File: config.mk
export PLATFORM = sky130hd
export DESIGN_NAME = quad_counter
export DESIGN_NICKNAME = d
export VERILOG_FILES = /design/src/shared/quad_pkg.sv /design/src/verilog/quad_counter.sv
export VERILOG_INCLUDE_DIRS = /design/src /design/src/shared
export SDC_FILE = /design/constraint.sdc
export NUM_CORES = 1
export LEC_CHECK = 0
export CORE_MARGIN = 3
export CORE_UTILIZATION = 69
export CTS_CLUSTER_DIAMETER = 30
export CTS_CLUSTER_SIZE = 14
export DETAILED_ROUTE_END_ITERATION = 6
export DONT_BUFFER_PORTS = 1
export GPL_TIMING_DRIVEN = 0
export PLACE_DENSITY = 0.85
export SETUP_SLACK_MARGIN = 0.4
export SLEW_MARGIN = 15
export SYNTH_ARGS = -nofsm -noshare
export SYNTH_HDL_FRONTEND = slang
export SYNTH_SLANG_ARGS = --single-unit
export TNS_END_PERCENT = 10
File: constraint.sdc
create_clock -name sys_clk -period 10.73 [get_ports sys_clk]
set_clock_uncertainty 0.05 [all_clocks]
set_input_delay 0.5365 -clock sys_clk [delete_from_list [all_inputs] [get_ports sys_clk]]
set_output_delay 0.5365 -clock sys_clk [all_outputs]
set_load 0.01 [all_outputs]
File: src/shared/quad_counter_params.svh
// Summary of operation
// - mode 0 counts up on each of the four edges while phase A leads
// - mode 0 counts down on each of the four edges while phase A lags
// - mode 1 counts on A rising only: up with B low, down with B high
// - mode 2 counts up on A rising while B is low
// - mode 2 counts down on B rising while A is low; other edges ignored
// - mode 3 counts on B edges only: up on B rise/A high or B fall/A low
// - mode 3 counts down on B rise/A low or B fall/A high
// - a rising index input clears the count to zero while counting runs and the index function is selected
// - index clear only on the index terminal; otherwise a plain input
// - after an index clear took effect the clear-done flag (bit 1) sets
// - clear-done drops once the acknowledge flag is seen on
// - only bit 1 of the done and acknowledge words carry this handshake
// - phase A comes from terminal X0 of group 1, phase B from X2 of group 2
// - exactly four decoding modes, numbered 0 through 3
`ifndef QUAD_COUNTER_PARAMS_SVH
`define QUAD_COUNTER_PARAMS_SVH
`define QC_AW 8
`define QC_DW 32
`define QC_CTRL_OFS 8'h00
`define QC_COUNT_OFS 8'h04
`define QC_DONE_OFS 8'h08
`define QC_ACK_OFS 8'h0C
`define QC_IRQ_STAT_OFS 8'h10
`define QC_IRQ_MASK_OFS 8'h14
`define QC_INPUT_OFS 8'h18
`define QC_MODE_LSB 0
`define QC_MODE_MSB 1
`define QC_RUN_BIT 4
`define QC_IDX_SEL_BIT 5
`define QC_HS_BIT 1
`define QC_IN_A_BIT 0
`define QC_IN_B_BIT 1
`define QC_IN_Z_BIT 2
`define QC_EV_CLR_BIT 0
`define QC_EV_WRAP_BIT 1
`define QC_RESP_OKAY 2'h0
`define QC_RESP_DECERR 2'h3
`define QC_ALIGN_MASK 8'hFC
`define QC_ONE 32'h1
`endif

File: src/shared/quad_pkg.sv
package quad_pkg;
  typedef enum logic [1:0] {QM_FULL, QM_A_RISE, QM_RISE_EACH, QM_B_EDGES} qmode_e;
  typedef struct packed {
    logic a1, a2, ad, b1, b2, bd, z1, z2, zd;
    qmode_e mode;
    logic run;
    logic idx_sel;
    logic [31:0] count;
    logic clr_pend;
    logic done;
    logic ack;
    logic [1:0] irq_stat;
    logic [1:0] irq_mask;
    logic aw_held;
    logic [7:0] awaddr;
    logic w_held;
    logic [31:0] wdata;
    logic [3:0] wstrb;
    logic bvalid;
    logic [1:0] bresp;
    logic rvalid;
    logic [31:0] rdata;
    logic [1:0] rresp;
  } qstate_s;
endpackage

File: src/verilog/quad_counter.sv
`timescale 1ns/100ps
`include "quad_counter_params.svh"
module quad_counter import quad_pkg::*; (
  input wire logic sys_clk,
  input wire logic rst_n,
  input wire logic phase_a_terminal,
  input wire logic phase_b_terminal,
  input wire logic index_terminal,
  input wire logic [7:0] awaddr,
  input wire logic awvalid,
  output logic awready,
  input wire logic [31:0] wdata,
  input wire logic [3:0] wstrb,
  input wire logic wvalid,
  output logic wready,
  output logic [1:0] bresp,
  output logic bvalid,
  input wire logic bready,
  input wire logic [7:0] araddr,
  input wire logic arvalid,
  output logic arready,
  output logic [31:0] rdata,
  output logic [1:0] rresp,
  output logic rvalid,
  input wire logic rready,
  output logic irq,
  output logic [31:0] count_value
);
  qstate_s s_ff;
  qstate_s nxt_s;
  logic ar_e, af_e, br_e, bf_e, zr_e;
  logic a_ev, b_ev, one_ev;
  logic up, dn;
  logic idx_evt;
  logic [1:0] ev;
  logic [7:0] wa;
  logic [7:0] ra;
  logic ar_fire;
  logic wr_go;

  // edges from the 2nd sync stage and its delayed copy only
  assign ar_e = s_ff.a2 & ~s_ff.ad;
  assign af_e = ~s_ff.a2 & s_ff.ad;
  assign br_e = s_ff.b2 & ~s_ff.bd;
  assign bf_e = ~s_ff.b2 & s_ff.bd;
  assign zr_e = s_ff.z2 & ~s_ff.zd;
  assign a_ev = ar_e | af_e;
  assign b_ev = br_e | bf_e;
  // both phases moving in one sample is a glitch: direction unknown, dropped
  assign one_ev = a_ev ^ b_ev;

  assign awready = ~s_ff.aw_held & ~s_ff.bvalid;
  assign wready = ~s_ff.w_held & ~s_ff.bvalid;
  assign arready = ~s_ff.rvalid;
  assign ar_fire = arvalid & arready;
  assign wr_go = s_ff.aw_held & s_ff.w_held;
  assign wa = s_ff.awaddr & `QC_ALIGN_MASK;
  assign ra = araddr & `QC_ALIGN_MASK;
  assign bvalid = s_ff.bvalid;
  assign bresp = s_ff.bresp;
  assign rvalid = s_ff.rvalid;
  assign rdata = s_ff.rdata;
  assign rresp = s_ff.rresp;
  assign count_value = s_ff.count;
  assign irq = |(s_ff.irq_stat & s_ff.irq_mask);

  always_comb begin
    up = 1'b0;
    dn = 1'b0;
    case (s_ff.mode)
      QM_FULL: begin
        up = (br_e & s_ff.a2) | (bf_e & ~s_ff.a2)
          | (af_e & s_ff.b2) | (ar_e & ~s_ff.b2);
        dn = (br_e & ~s_ff.a2) | (bf_e & s_ff.a2)
          | (af_e & ~s_ff.b2) | (ar_e & s_ff.b2);
      end
      QM_A_RISE: begin
        up = ar_e & ~s_ff.b2;
        dn = ar_e & s_ff.b2;
      end
      QM_RISE_EACH: begin
        up = ar_e & ~s_ff.b2;
        dn = br_e & ~s_ff.a2;
      end
      QM_B_EDGES: begin
        up = (br_e & s_ff.a2) | (bf_e & ~s_ff.a2);
        dn = (br_e & ~s_ff.a2) | (bf_e & s_ff.a2);
      end
      default: begin
        up = 1'b0;
        dn = 1'b0;
      end
    endcase
    up = up & one_ev;
    dn = dn & one_ev;
  end

  // index terminal only clears when its function is selected
  assign idx_evt = s_ff.run & s_ff.idx_sel & zr_e;

  always_comb begin
    nxt_s = s_ff;
    ev = 2'h0;
    // two-stage synchronisers plus one delay stage for edges
    nxt_s.a1 = phase_a_terminal;
    nxt_s.a2 = s_ff.a1;
    nxt_s.ad = s_ff.a2;
    nxt_s.b1 = phase_b_terminal;
    nxt_s.b2 = s_ff.b1;
    nxt_s.bd = s_ff.b2;
    nxt_s.z1 = index_terminal;
    nxt_s.z2 = s_ff.z1;
    nxt_s.zd = s_ff.z2;

    nxt_s.clr_pend = 1'b0;
    if (idx_evt) begin
      nxt_s.count = '0;
      nxt_s.clr_pend = 1'b1;
      ev[`QC_EV_CLR_BIT] = 1'b1;
    end else if (s_ff.run && up) begin
      nxt_s.count = s_ff.count + `QC_ONE;
      ev[`QC_EV_WRAP_BIT] = &s_ff.count;
    end else if (s_ff.run && dn) begin
      nxt_s.count = s_ff.count - `QC_ONE;
      ev[`QC_EV_WRAP_BIT] = ~|s_ff.count;
    end

    // done rises the cycle after the zeroed count is visible; set beats drop
    if (s_ff.clr_pend) begin
      nxt_s.done = 1'b1;
    end else if (s_ff.ack) begin
      nxt_s.done = 1'b0;
    end

    if (awvalid && awready) begin
      nxt_s.aw_held = 1'b1;
      nxt_s.awaddr = awaddr;
    end
    if (wvalid && wready) begin
      nxt_s.w_held = 1'b1;
      nxt_s.wdata = wdata;
      nxt_s.wstrb = wstrb;
    end
    if (s_ff.bvalid && bready) begin
      nxt_s.bvalid = 1'b0;
    end
    if (wr_go) begin
      nxt_s.aw_held = 1'b0;
      nxt_s.w_held = 1'b0;
      nxt_s.bvalid = 1'b1;
      nxt_s.bresp = `QC_RESP_OKAY;
      case (wa)
        `QC_CTRL_OFS: begin
          if (s_ff.wstrb[0]) begin
            nxt_s.run = s_ff.wdata[`QC_RUN_BIT];
            nxt_s.idx_sel = s_ff.wdata[`QC_IDX_SEL_BIT];
            // mode frozen while running so decoding never switches mid-count
            if (!s_ff.run) begin
              nxt_s.mode = qmode_e'(s_ff.wdata[`QC_MODE_MSB:`QC_MODE_LSB]);
            end
          end
        end
        `QC_ACK_OFS: begin
          if (s_ff.wstrb[0]) begin
            nxt_s.ack = s_ff.wdata[`QC_HS_BIT];
          end
        end
        `QC_IRQ_MASK_OFS: begin
          if (s_ff.wstrb[0]) begin
            nxt_s.irq_mask = s_ff.wdata[1:0];
          end
        end
        `QC_COUNT_OFS, `QC_DONE_OFS, `QC_IRQ_STAT_OFS, `QC_INPUT_OFS: begin
          nxt_s.bresp = `QC_RESP_OKAY;
        end
        default: begin
          nxt_s.bresp = `QC_RESP_DECERR;
        end
      endcase
    end

    if (s_ff.rvalid && rready) begin
      nxt_s.rvalid = 1'b0;
    end
    if (ar_fire) begin
      nxt_s.rvalid = 1'b1;
      nxt_s.rdata = '0;
      nxt_s.rresp = `QC_RESP_OKAY;
      case (ra)
        `QC_CTRL_OFS: begin
          nxt_s.rdata[`QC_MODE_MSB:`QC_MODE_LSB] = s_ff.mode;
          nxt_s.rdata[`QC_RUN_BIT] = s_ff.run;
          nxt_s.rdata[`QC_IDX_SEL_BIT] = s_ff.idx_sel;
        end
        `QC_COUNT_OFS: begin
          nxt_s.rdata = s_ff.count;
        end
        `QC_DONE_OFS: begin
          nxt_s.rdata[`QC_HS_BIT] = s_ff.done;
        end
        `QC_ACK_OFS: begin
          nxt_s.rdata[`QC_HS_BIT] = s_ff.ack;
        end
        `QC_IRQ_STAT_OFS: begin
          nxt_s.rdata[1:0] = s_ff.irq_stat;
        end
        `QC_IRQ_MASK_OFS: begin
          nxt_s.rdata[1:0] = s_ff.irq_mask;
        end
        `QC_INPUT_OFS: begin
          // index terminal read here as a plain input level
          nxt_s.rdata[`QC_IN_A_BIT] = s_ff.a2;
          nxt_s.rdata[`QC_IN_B_BIT] = s_ff.b2;
          nxt_s.rdata[`QC_IN_Z_BIT] = s_ff.z2;
        end
        default: begin
          nxt_s.rresp = `QC_RESP_DECERR;
        end
      endcase
    end

    // read clears, but an event in the same cycle survives
    if (ar_fire && ra == `QC_IRQ_STAT_OFS) begin
      nxt_s.irq_stat = ev;
    end else begin
      nxt_s.irq_stat = s_ff.irq_stat | ev;
    end
  end

  always_ff @(posedge sys_clk) begin
    if (!rst_n) begin
      s_ff <= '0;
    end else begin
      s_ff <= nxt_s;
    end
  end
endmodule

After elaboration in Yosys (flattened, before gate mapping)
Index checks and enable logic that the tools add are counted.

Register bits: 107. Bits of input ports: 62. Logic and storage cells: 138.

$add $sub $neg: 2. Equality and inequality tests: 15. Mux-type cells: 23. Bitwise logic cells: 43. Reduce and logical (&&, ||, !) cells: 27.

Operators by type and width (number): $mux 32 (2); $eq 6x3->1 const B (6); $mux 35 (1); $add 32x1->32 const B (1); $reduce_and 32->1 (1); $reduce_or 32->1 (1); $sub 32x1->32 const B (1); $mux 26 (1); $eq 6x2->1 const B (4); $and 1x1->1 (21); $logic_not 8->1 (2); $reduce_or 7->1 (2); $eq 6x1->1 const B (2); $not 1->1 (11); $mux 1 (9); $reduce_and 3->1 (3); $or 1x1->1 (8); $reduce_bool 2->1 (4); $reduce_or 2->1 (4); $logic_and 1x1->1 (7); $pmux 1 s7 (1); $mux 2 (3); $pmux 1 s5 (1); $eq 2x2->1 const B (2); 12 further kinds (12).

Longest topological paths before layout
Depth after elaboration: 14. Depth in mapped cells: 18.

Worst setup path before layout
Ideal clock, no wire load.

Kind: reg-to-reg. From: register s_ff[125] in the netlist's numbering. To: register s_ff (netlist bit count_value[31]). Library setup time: 0.126 ns. Arrival time: 3.801 ns. Data required time: 10.554 ns. Slack: 6.753 ns. Cell stages (with the launch flop): 18. Buffers on the path: 0. Clock period less this slack: 3.977 ns. Cells stage by stage: dfxtp_1 > inv_1 > ha_1 > o21ai_0 > o22ai_1 > a31oi_1 > nor2_1 > inv_1 > ha_1 > a21oi_4 > o22ai_2 > a31oi_4 > o21ai_2 > o311a_1 > or3_1 > o211ai_2 > o31a_2 > nor3_2.

Longest elaborated chain between the ends: 6.

Ends and longest elaborated chain: start, declared (line quad_counter.sv:29) `qstate_s s_ff;`; start signal, assigned (line quad_counter.sv:234) `s_ff <= nxt_s;`; $eq 2x2->1 / $eq 2x1->1 (equally long branches) (line quad_counter.sv:70) `case (s_ff.mode)`; $reduce_or 2->1 (no source line); $pmux 1 s3 (line quad_counter.sv:70); $and 1x1->1 (line quad_counter.sv:94) `up = up & one_ev;`; $logic_and 1x1->1 (line quad_counter.sv:120) `end else if (s_ff.run && up) begin`; $mux 32 / $reduce_bool 2->1 (equally long branches).

Parallel ways exist; a longest one is shown, timed or not. A chain may end at the register's enable or synchronous reset.

Worst setup path after layout
From: register s_ff[126] in the netlist's numbering. To: register s_ff (netlist bit count_value[30]).

The elaborated chain is that of the path after synthesis.

==> results.md <==
Timing:
- Summed over all failing endpoints, the final setup total negative slack is 0 ps.
- The worst hold slack after final layout is 187 ps.
- The final-report max-slew violation count came to 0.
- The time the worst path needs with I/O delays and setup is 4960 ps.
- At the pin with the least slew margin, the transition time is 1120 ps.
- Setup repair after global routing left no endpoint under its margin.
- The final clock period utilization by the worst path is 46.2%.
- Setup violations remaining at the end of the flow were counted as 0.
- The number of hold violations in the final report is 0.
- Measured against its own limit, the worst slew margin works out to 25.3%.
- Derived from the worst setup path, the maximum achievable clock frequency is 202 MHz.

Drt:
- The via-per-instance ratio is 6.32.
- The remaining design rule violation count is 0.
- The remaining number of nets flagged by the antenna check after routing is 0.
- In this run, the number of DRC markers left after iteration 0 of detailed routing was 281.
- The length of the first detailed-routing pass in iterations is 5.
- For this block, the via count after detailed routing is 5353.
- The wire length reported by the detailed router is 15400 um.
- Dividing the detail-routed wire length by the instance count gives 18.1 um.

Setup path:
- For the worst setup path, the data arrival time is 5160 ps.
- The peak fanout along the critical path is 31.
- The critical path is of the reg2reg type.
- The required time of the worst setup path is 10930 ps.
- The setup check on the worst reg-to-reg path leaves a slack of 5770 ps.
- The critical path's top delay family is compound AO/OA/AOI/OAI gates.
- The endpoint type of the worst setup path is a flop.
- The worst stage delay on the critical path is 840 ps.
- The worst setup path is launched from a flop.
- Together, buffers and inverters on the worst path number 3.
- The critical-path cell with the highest stage delay is sky130_fd_sc_hd__inv_1.
- The signal on the critical path passes through inv_1 -> ha_1 -> o21ai_0 -> o22ai_1 -> a31oi_1 -> nor2_1 -> inv_1 -> ha_1 -> clkbuf_1 -> a21o_1 -> a221oi_2 -> o21ai_1 -> a31oi_1 -> a21oi_1 -> a41o_1 -> o31ai_2 -> xor2_1 -> o22ai_1.

Power:
- The share of total power dissipated in sequential elements is 57.9%.
- Of the total power, combinational logic draws 5.3%.
- The switching share of power is 27.2%.
- The design draws 0.667 mW.
- IR analysis of the VDD net gives a maximum drop of 0.0656 mV.
- The clock network fraction of design power is 36.8%.
- The power density relative to cell area is 103 nW/um^2.
- The internal portion of the total power is 0.486 mW.
- The net switching power figure is 0.181 mW.
- The analysis attributes to cell leakage a power of 2.79 nW.

Cells and area:
- The multi-input logic area is 3430 um^2.
- The synthesis-to-finish area growth is 5.36%.
- In the final layout, flip-flops and latches occupy 2020 um^2.
- The share of final-layout standard cells stronger than drive strength 1 is 15.2%.
- The filler cells instantiated in the layout total 645.
- After the last flow step, the layout net total stands at 838.
- Leaving out fill and tap cells, the most frequent cells in the layout are sky130_fd_sc_hd__nor2_1 (104), sky130_fd_sc_hd__dfxtp_1 (101), sky130_fd_sc_hd__buf_4 (68).
- The library cell used most frequently in the layout, excluding fill and tap cells, is sky130_fd_sc_hd__nor2_1.
- The repair_antennas step left the layout with diodes totalling 0.

Die:
- In this run the standard cell core region covers 8460 um^2.
- For this configuration, the core starts out at a cell density of 72.8%.
- The total die area is 10100 um^2.
- The number of top-level pins is 136.
- The die extent in x is 101 um.
- The floorplan step set the die height to 101 um.
- Row generation in the floorplan step produced 33 rows.

Synth:
- The number of enable flip-flop cells after synthesis is 0.
- The netlist uses 67 different library cells.
- The Yosys step of the flow raised 0 warnings.
- The flip-flop cell with the highest count after synthesis is sky130_fd_sc_hd__dfxtp_1.
- The instance count of the mapped netlist is 726.
- The number of nets handed over by synthesis was 827.
- Synthesis inferred 101 register bits.
- The total standard cell area after synthesis is 6160 um^2.
- The share of synthesized area occupied by flip-flops and latches is 32.8%.
- Summing the areas of all fa, ha and maj instances in the mapped netlist gives 8.04% of the synthesized area.
- The post-synthesis area per instance is 8.49 um^2.
- The complex-gate fraction of the synthesized area is 18.3%.
- Counting flops with an async set or reset pin after synthesis yields a share of 0%.
- By area, the combinational part of the netlist is dominated by compound AO/OA/AOI/OAI gates.
- The area fraction in and, or, nand and nor cells after synthesis is 17.6%.
- The xor/xnor share of the synthesized area is 4.26%.
- The portion of synthesized area spent on multiplexers is 7.53%.

Global routing:
- The total global-route track usage is 30.1%.
- The initial antenna violation count is 0.
- The via count of the first global-routing pass is 5219.
- The pin count of the biggest net entering global routing is 32.
- The aggregate global routing overflow is 0.
- The first global-routing pass estimated 24600 um of wire.

Clock tree:
- Counting the buffers created by CTS gives 9.
- The CTS tree is built.
- Clock tree synthesis selected as its root buffer the cell sky130_fd_sc_hd__clkbuf_8.
- Clock latency on the worst-skew pair, taken at its later pin, is 380 ps.
- The clock-pin slew on the worst setup and hold paths is 120 ps.
- The count of H-tree levels built during CTS is 3.
- The deepest clock path buffer count is 2.
- The number of setup buffers added after CTS is 0.
- For this design, the sink count on the clock tree is 101.
- The total of hold buffers inserted after clock tree synthesis is 0.
- The number of gates resized after CTS is 0.

Placement:
- The count of buffers added on input and output ports is 0.
- The congestion estimate from routability-driven global placement came to 0.904.
- The HPWL after detailed placement is 11500 um.

Hold path:
- The worst hold path belongs to the class in2reg.

Job:
- Across the run, the number of max-cap violations was 0.

Run status:
- The flow ran to the end, and the final reports show no timing, DRC or antenna violations.
layer usage:
layer	global-route usage (%)	wire [um]
met1	37.1	6200
met2	52.1	7620
met3	4.84	1010
met4	12.7	520
met5	0	0
registers in the layout, summed over array words and instances (netlist names):
name,count
count_value,32
rresp,1
bvalid,1
rdata,32
s_ff,27
bresp,1
nxt_s,6
rvalid,1
worst reg2reg max path, cell delays in order (launching register included):
cell and delay, ps:
sky130_fd_sc_hd__dfxtp_1 440, sky130_fd_sc_hd__inv_1 110, sky130_fd_sc_hd__ha_1 300, sky130_fd_sc_hd__o21ai_0 190
sky130_fd_sc_hd__o22ai_1 120, sky130_fd_sc_hd__a31oi_1 240, sky130_fd_sc_hd__nor2_1 190, sky130_fd_sc_hd__inv_1 840
sky130_fd_sc_hd__ha_1 410, sky130_fd_sc_hd__clkbuf_1 190, sky130_fd_sc_hd__a21o_1 210, sky130_fd_sc_hd__a221oi_2 290
sky130_fd_sc_hd__o21ai_1 110, sky130_fd_sc_hd__a31oi_1 210, sky130_fd_sc_hd__a21oi_1 130, sky130_fd_sc_hd__a41o_1 310
sky130_fd_sc_hd__o31ai_2 210, sky130_fd_sc_hd__xor2_1 170, sky130_fd_sc_hd__o22ai_1 100
cell usage after synthesis (all sizes together) (3+ instances only):
master | n | area share [%]
nor2 | 104 | 6.3
dfxtp | 101 | 33
buf | 74 | 8.8
nand2 | 45 | 2.7
mux2i | 43 | 7.0
a21oi | 39 | 3.5
ha | 38 | 7.7
a22oi | 31 | 3.8
clkbuf | 24 | 1.5
o21ai | 24 | 2.0
xnor2 | 23 | 3.3
inv | 21 | 1.3
nand4 | 15 | 1.5
and2 | 13 | 1.3
nor4 | 13 | 1.4
a21o | 12 | 1.5
nand3 | 11 | 0.89
o22ai | 10 | 1.1
nor3 | 9 | 0.81
o21bai | 7 | 0.85
xor2 | 7 | 0.99
a31oi | 6 | 0.85
nor2b | 5 | 0.51
a211oi | 4 | 0.57
a221oi | 4 | 0.67
and3 | 4 | 0.43
o31ai | 4 | 0.79
or3 | 4 | 0.41
o211ai | 3 | 0.45
kinds of logic after synthesis:
logic type               after synthesis
AO/OA/AOI/OAI                        159
XOR/XNOR                              30
adder cells (fa/ha/maj)               39
buffers and inverters                119
flip-flops                           101
multiplexers                          45
AND/OR/NAND/NOR                      233
power groups by stage:
stage / logic [mW] / clock network (mW) / registers, mW
finish: 0.0352 / 0.245 / 0.386
global route: 0.0383 / 0.262 / 0.387
CTS: 0.0349 / 0.244 / 0.386
detailed placement: 0.0348 / 0 / 0.395
global placement: 0.0333 / 0 / 0.394
floorplan: 0.0272 / 0 / 0.393
path summary, 6_finish.rpt:
path | end | from | depth (start not counted)
worst max register to register | count_value[30] | s_ff[126] | 18
worst min register to register | s_ff[89] | s_ff[90] | 2
worst max-delay path | count_value[30] | s_ff[126] | 18
worst min-delay path | rvalid | rready | 1
per-stage QoR:
step / instance area, um^2 / instances / setup WS, ps / utilization [%]
after floorplan: 6160 / 726 / 6750 / -
after global placement: 6300 / 831 / 6060 / 74.4
after detailed placement: 6300 / 831 / 5960 / 74.4
after CTS: 6490 / 847 / 5900 / 76.7
after global routing: 6490 / 847 / 5430 / 76.7
final: 6490 / 847 / 5770 / 76.7
cell type report:
| type | count | share of cell area [%] |
|---|---|---|
| plain buffers | 98 | 9.71 |
| clock buffers | 9 | 1.91 |
| clock inverters | 7 | 1.16 |
| inverters | 21 | 1.21 |
| multi-input cells | 506 | 52.9 |
| flip-flops and latches | 101 | 31.1 |
| well taps | 105 | 2.02 |
(Power assumes the default switching activity.)
